<file path="src/core/ch3_status_pkg.sv">
// package: constants and carrier types for the channel 3 status flag block
// Function
// - host write of last bidir register sets bit 7; slave read clears it
// - bit 7 is an interrupt request source to the slave
// - slave write of last bidir register sets bit 6
// - host read of last bidir register or slave write of zero clears bit 6
// - host write of first bidir register sets bit 5 when bit 4 is clear
// - slave read of last bidir register clears bit 5
// - slave write of first bidir register sets bit 4 when bit 5 is clear
// - simultaneous first register writes: host wins, only bit 5 sets
// - host read of last bidir register or slave write of zero clears bit 4
// - host input data write captures address bit 2 into bit 3
// - bit 2 is a user bit, slave read/write, host read only
// - host input data write sets bit 1; slave read clears; interrupt source
// - fast gate mode substitutes its own set and clear terms for bit 1
// - slave output data write sets bit 0; host read or zero write clears
package ch3_status_pkg;
  localparam int BIDIR_IN_FULL_BIT = 7;
  localparam int BIDIR_OUT_FULL_BIT = 6;
  localparam int HOST_OWNER_BIT = 5;
  localparam int SLAVE_OWNER_BIT = 4;
  localparam int CMD_TAG_BIT = 3;
  localparam int USER_BIT = 2;
  localparam int IN_FULL_BIT = 1;
  localparam int OUT_FULL_BIT = 0;
  localparam int CMD_ADDR_BIT = 2;
  localparam logic [7:0] STATUS_RESET = 8'h00;

  // host I/O cycle events, one-cycle pulses
  typedef struct packed {
    logic wr_input_data;
    logic wr_bidir_first;
    logic wr_bidir_last;
    logic rd_bidir_last;
    logic rd_output_data;
    logic [2:0] io_addr;
  } host_ev_t;

  // slave processor events, one-cycle pulses
  typedef struct packed {
    logic rd_input_data;
    logic wr_bidir_first;
    logic rd_bidir_last;
    logic wr_bidir_last;
    logic wr_output_data;
    logic wr_status;
    logic [7:0] wdata;
  } slave_ev_t;

  // fast gate overrides for the input-full flag
  typedef struct packed {
    logic active;
    logic set;
    logic clr;
  } fast_gate_t;
endpackage

</file>
<file path="src/core/ch3_status_flags.sv">
// module: channel 3 status register flag logic
`timescale 1ns/1ps
`default_nettype none
module ch3_status_flags (
  // clock and reset
  input wire logic ref_clk_i,
  input wire logic resetn_i,
  // events from host port and slave core
  input wire ch3_status_pkg::host_ev_t host_ev_i,
  input wire ch3_status_pkg::slave_ev_t slave_ev_i,
  input wire ch3_status_pkg::fast_gate_t fast_gate_i,
  // status and interrupt sources
  output logic [7:0] status_o,
  output logic bidir_irq_o,
  output logic input_irq_o
);
  import ch3_status_pkg::*;


  // a status write clears a software-clearable flag only where the written
  // bit is zero, so a one written there is harmless
  function automatic logic sw_zero_clear(input slave_ev_t ev,
                                         input int pos);
    logic hit;
    hit = ev.wr_status && !ev.wdata[pos];
    return hit;
  endfunction

  // the host may claim the first bidir register only while the slave has
  // not claimed it already
  function automatic logic host_claim(input host_ev_t hev,
                                      input logic slave_owner);
    logic grant;
    grant = hev.wr_bidir_first && !slave_owner;
    return grant;
  endfunction

  // buffer full flags
  logic bidir_input_full_r;
  logic bidir_output_full_r;
  logic input_full_flag_r;
  logic output_full_flag_r;

  // ownership, tag and user bits
  logic host_write_owner_flag_r;
  logic slave_write_owner_flag_r;
  logic command_data_tag_r;
  logic user_defined_bit_r;

  // set and clear terms, one pair per flag except the tag and user bits
  logic bidir_in_set;
  logic bidir_in_clr;

  logic bidir_out_set;
  logic bidir_out_clr;

  // the host grant is shared by both owner flags
  logic host_grant;
  logic host_own_set;
  logic host_own_clr;

  logic slave_own_set;
  logic slave_own_clr;

  logic in_full_set;
  logic in_full_clr;

  logic out_full_set;
  logic out_full_clr;

  assign bidir_in_set = host_ev_i.wr_bidir_last;
  assign bidir_in_clr = slave_ev_i.rd_bidir_last;

  assign bidir_out_set = slave_ev_i.wr_bidir_last;
  assign bidir_out_clr = host_ev_i.rd_bidir_last ||
    sw_zero_clear(slave_ev_i, BIDIR_OUT_FULL_BIT);

  assign host_grant = host_claim(host_ev_i, slave_write_owner_flag_r);
  assign host_own_set = host_grant;
  assign host_own_clr = slave_ev_i.rd_bidir_last;

  // the host grant masks a slave claim made in the same cycle
  always_comb begin
    slave_own_set = 1'b0;
    if (slave_ev_i.wr_bidir_first && !host_write_owner_flag_r) begin
      slave_own_set = !host_grant;
    end
  end
  assign slave_own_clr = host_ev_i.rd_bidir_last ||
    sw_zero_clear(slave_ev_i, SLAVE_OWNER_BIT);

  // while fast gate is active its terms replace the plain host and
  // slave ones; plain events in that time are not remembered
  always_comb begin
    in_full_set = host_ev_i.wr_input_data;
    in_full_clr = slave_ev_i.rd_input_data;
    if (fast_gate_i.active) begin
      in_full_set = fast_gate_i.set;
      in_full_clr = fast_gate_i.clr;
    end
  end

  assign out_full_set = slave_ev_i.wr_output_data;
  assign out_full_clr = host_ev_i.rd_output_data ||
    sw_zero_clear(slave_ev_i, OUT_FULL_BIT);

  // set beats clear so a same-cycle set is never lost; the same-cycle clear is dropped
  always_ff @(posedge ref_clk_i or negedge resetn_i) begin
    if (!resetn_i) begin
      bidir_input_full_r <= STATUS_RESET[BIDIR_IN_FULL_BIT];
    end
    else if (bidir_in_set) begin
      bidir_input_full_r <= 1'b1;
    end
    else if (bidir_in_clr) begin
      bidir_input_full_r <= 1'b0;
    end
  end

  // output full of the last bidir register
  always_ff @(posedge ref_clk_i or negedge resetn_i) begin
    if (!resetn_i) begin
      bidir_output_full_r <= STATUS_RESET[BIDIR_OUT_FULL_BIT];
    end
    else if (bidir_out_set) begin
      bidir_output_full_r <= 1'b1;
    end
    else if (bidir_out_clr) begin
      bidir_output_full_r <= 1'b0;
    end
  end

  // host write ownership
  always_ff @(posedge ref_clk_i or negedge resetn_i) begin
    if (!resetn_i) begin
      host_write_owner_flag_r <= STATUS_RESET[HOST_OWNER_BIT];
    end
    else if (host_own_set) begin
      host_write_owner_flag_r <= 1'b1;
    end
    else if (host_own_clr) begin
      host_write_owner_flag_r <= 1'b0;
    end
  end

  // slave write ownership
  always_ff @(posedge ref_clk_i or negedge resetn_i) begin
    if (!resetn_i) begin
      slave_write_owner_flag_r <= STATUS_RESET[SLAVE_OWNER_BIT];
    end
    else if (slave_own_set) begin
      slave_write_owner_flag_r <= 1'b1;
    end
    else if (slave_own_clr) begin
      slave_write_owner_flag_r <= 1'b0;
    end
  end

  // the tag follows every input data write, fast gate or not
  always_ff @(posedge ref_clk_i or negedge resetn_i) begin
    if (!resetn_i) begin
      command_data_tag_r <= STATUS_RESET[CMD_TAG_BIT];
    end
    else if (host_ev_i.wr_input_data) begin
      command_data_tag_r <= host_ev_i.io_addr[CMD_ADDR_BIT];
    end
  end

  // the user bit has no hardware side effect
  always_ff @(posedge ref_clk_i or negedge resetn_i) begin
    if (!resetn_i) begin
      user_defined_bit_r <= STATUS_RESET[USER_BIT];
    end
    else if (slave_ev_i.wr_status) begin
      user_defined_bit_r <= slave_ev_i.wdata[USER_BIT];
    end
  end

  // input full of the input data register
  always_ff @(posedge ref_clk_i or negedge resetn_i) begin
    if (!resetn_i) begin
      input_full_flag_r <= STATUS_RESET[IN_FULL_BIT];
    end
    else if (in_full_set) begin
      input_full_flag_r <= 1'b1;
    end
    else if (in_full_clr) begin
      input_full_flag_r <= 1'b0;
    end
  end

  // output full of the output data register
  always_ff @(posedge ref_clk_i or negedge resetn_i) begin
    if (!resetn_i) begin
      output_full_flag_r <= STATUS_RESET[OUT_FULL_BIT];
    end
    else if (out_full_set) begin
      output_full_flag_r <= 1'b1;
    end
    else if (out_full_clr) begin
      output_full_flag_r <= 1'b0;
    end
  end

  // no host write path exists into the status bits
  always_comb begin
    status_o = STATUS_RESET;
    status_o[BIDIR_IN_FULL_BIT] = bidir_input_full_r;
    status_o[BIDIR_OUT_FULL_BIT] = bidir_output_full_r;
    status_o[HOST_OWNER_BIT] = host_write_owner_flag_r;
    status_o[SLAVE_OWNER_BIT] = slave_write_owner_flag_r;
    status_o[CMD_TAG_BIT] = command_data_tag_r;
    status_o[USER_BIT] = user_defined_bit_r;
    status_o[IN_FULL_BIT] = input_full_flag_r;
    status_o[OUT_FULL_BIT] = output_full_flag_r;
  end

  // the slave core takes its interrupts straight from the flag levels
  assign bidir_irq_o = bidir_input_full_r;
  assign input_irq_o = input_full_flag_r;
endmodule // ch3_status_flags
`default_nettype wire

</file>
<file path="config.mk">
export PLATFORM = sky130hd
export DESIGN_NAME = ch3_status_flags
export DESIGN_NICKNAME = d
export VERILOG_FILES = /design/src/core/ch3_status_pkg.sv /design/src/core/ch3_status_flags.sv
export SDC_FILE = /design/constraint.sdc
export NUM_CORES = 1
export LEC_CHECK = 0
export ABC_AREA = 1
export BUFFER_PORTS_ARGS = -buffer_cell sky130_fd_sc_hd__buf_2
export CORE_AREA = 2 2 40 42
export CTS_BUF_LIST = sky130_fd_sc_hd__clkbuf_16
export CTS_CLUSTER_DIAMETER = 30
export CTS_CLUSTER_SIZE = 20
export DETAILED_ROUTE_END_ITERATION = 6
export DIE_AREA = 0 0 42 44
export HOLD_SLACK_MARGIN = 0.15
export PLACE_DENSITY = 0.68
export RECOVER_POWER = 25
export SLEW_MARGIN = 5
export SYNTH_ARGS = -nofsm -noshare
export SYNTH_HDL_FRONTEND = slang
export SYNTH_SLANG_ARGS = --single-unit
</file>
<file path="constraint.sdc">
create_clock -name ref_clk_i -period 0.8 [get_ports ref_clk_i]
set_clock_uncertainty 0.15 [all_clocks]
set_input_delay 0.16 -clock ref_clk_i [delete_from_list [all_inputs] [get_ports ref_clk_i]]
set_output_delay 0.16 -clock ref_clk_i [all_outputs]
set_load 0.02 [all_outputs]
</file>
==> results.yml <==
outcome:
  outcome: "complete, but fails checks"
  violations: "negative hold slack, negative setup slack"
grt:
  grt_max_degree: 9
  antenna_found_initial: 0
  grt_overflow: 0
  grt_pass1_wl_um: 1540
  grt_pass1_vias: 388
  grt_usage: 0.111
pwr:
  leakagePower_nw: 0.428
  ir_drop_mv: 1.62
  power_density_nw_per_um2: 2210
timing:
  fin_ws_ps: -302
  timing.fmax_ghz: 0.908
  tightest_slew_ps: 220
  hold_ws_ps: -29.5
  rsz0062_at_grt: "yes"
  fin_crit_sh: 1.38
  layout_min_cycle_time_ps: 1100
  tns_ps: -3210
  max_slew_margin: 0.854
  setup_viol: 16
  final_hold_viol_count: 6
  drv_slew: 0
floorplanning:
  num_io_pins: 37
  die_h_um: 44
  dieArea_sq_um: 1850
  fp-row-count: 14
  dieWidth_um: 42
  initial_core_util: 0.294
  core_sq_um: 1420
layout:
  final_core_util: 0.529
  drive_gt1_frac: 0.588
  syn2layout_area_growth_pct: 80.2
  layout_common_cells: "buf_2, buf_6, nand2_1, inv_1, dfrtp_1"
  diodes: 0
  finish.instance_area_sq_um: 751
  final_common_cell: "buf_2"
  layout.nets: 113
worst_setup_path:
  worstPathArrival_ps: 790
  slowest_stage: "dfrtp_2"
  path_class: "register to output port"
  critical_path_depth: 1
  crit_path_end_kind: "output port"
  cp_num_buf_inv: 1
  start_kind: "register"
  critical_path.top_delay_family: "flip-flops"
  crit_chain: "buf_6"
  slowest_delay_ps: 420
  ff2ff_path_depth: 5
  cp.required_ps: 490
  worst-path-max-fanout: 4
detailed_routing:
  ant_nets: 0
  drt-total-wl_um: 879
  dr.pass1.iters: 4
  via_per_inst: 4.10
  num_vias: 414
  avgRoutedWirePerCell_um: 8.70
  drt_first_iter_violations: 1
  drcViolationCount: 0
clock_tree:
  cts_root_buffer: "clkbuf_16"
  worst_skew_pair.late_latency_ps: 230
  cts_buffers: 3
  hold_buffers: 1
  clock_sinks: 8
  h-tree-depth: 1
  cts_tree: "done"
  cts.clk_slew.worst_paths_ps: 40
  clock_path_buffers: 2
placed_design:
  globalplace.congestion: 0.615
  dp_hpwl_um: 680
  buffer_ports.inserted: 30
  post_dp_cell_area_sq_um: 529
  dp_worst_setup_slack_ps: -68.8
synthesis:
  synth-seq-cells: 8
  ys_seq_area_frac: 0.480
  netlist_area_sq_um: 417
  synthDistinctLibCells: 9
  yosys_warnings: 0
  synth_area_leaders: "dfrtp_1, buf_4, inv_1"
  synth_area_leader_cell: "dfrtp_1"
  syn-mean-instance-area_sq_um: 7.86
  synth_fp_nets: 80
  yosys.area.top_type_share: 0.480
  synthCells: 53
hold_path:
  whs_path_depth: 2
  hp-class: "primary input to register"
job:
  max_cap_violations: 0
-- final cells by class --
| class | count | area, sq um |
|---|---|---|
| fillers | 147 | 668 |
| multi-input cells | 24 | 125 |
| clock inverters | 1 | 3.75 |
| inverters | 13 | 48.8 |
| flip-flops and latches | 8 | 203 |
| clock buffers | 3 | 75.1 |
| repair buffers | 36 | 275 |
| well taps | 16 | 20.0 |
-- power by group --
| group | switching, mW | internal (mW) | total, mW |
|---|---|---|---|
| Sequential | 0.0320 | 0.445 | 0.477 |
| Combinational | 0.152 | 0.192 | 0.344 |
| Clock | 0.185 | 0.650 | 0.835 |
| Total | 0.369 | 1.29 | 1.66 |
-- cell families after synthesis --
group / share of synthesized area
buf+inv: 0.261
simple gates: 0.168
flops: 0.480
compound gates: 0.0901
-- Yosys cell counts --
cell type and count:
nand2_1 12, inv_2 1, dfrtp_1 8, o21bai_1 3
nand3_1 2, inv_1 12, buf_4 8, nor2_1 4
o21ai_0 3
-- final timing paths --
check	slack [ps]	from	endpoint
worst min register to register	400	bidir_output_full_r$_DFFE_PN0P_	bidir_output_full_r$_DFFE_PN0P_
max in group asynchronous	130	resetn_i	input_irq_o$_DFFE_PN0P_
worst min-delay path	-30	slave_ev_i[11]	host_write_owner_flag_r$_DFFE_PN0P_
worst max-delay path	-300	input_irq_o$_DFFE_PN0P_	input_irq_o
min in group asynchronous	170	resetn_i	command_data_tag_r$_DFFE_PN0P_
worst max register to register	-140	slave_write_owner_flag_r$_DFFE_PN0P_	slave_write_owner_flag_r$_DFFE_PN0P_
-- sequential cells by signal (all words and copies together), names as in the netlist --
name and count:
bidir_irq_o 1, bidir_output_full_r 1, command_data_tag_r 1, host_write_owner_flag_r 1, input_irq_o 1, output_full_flag_r 1
slave_write_owner_flag_r 1, user_defined_bit_r 1
-- what timing repair did --
action | 4_1_cts | 5_1_grt
buffers inserted | 3 | 3
resized for setup | 25 | 11
gates cloned | 0 | 0
endpoints found under the hold margin | 16 | 8
pin swaps | 5 | 10
endpoints found under the setup margin | 13 | 17
-- metal layers --
metal / wire length [um] / global-route usage / vias up
met1: 346 / 0.121 / 184
li1: - / - / 211
met3: 66 / 0.0417 / 2
met5: 0 / 0 / -
met4: 10 / 0.0387 / 0
met2: 456 / 0.197 / 17
-- metrics by stage --
| stage | std cells | total power, mW |
|---|---|---|
| 2_1_floorplan | 53 | 0.661 |
| 3_3_place_gp | 91 | 0.688 |
| 3_5_place_dp | 91 | 0.693 |
| 4_1_cts | 99 | 1.64 |
| 5_1_grt | 101 | 1.74 |
| 6_report | 101 | 1.66 |
Note: power is estimated with default switching activity, not from simulation.
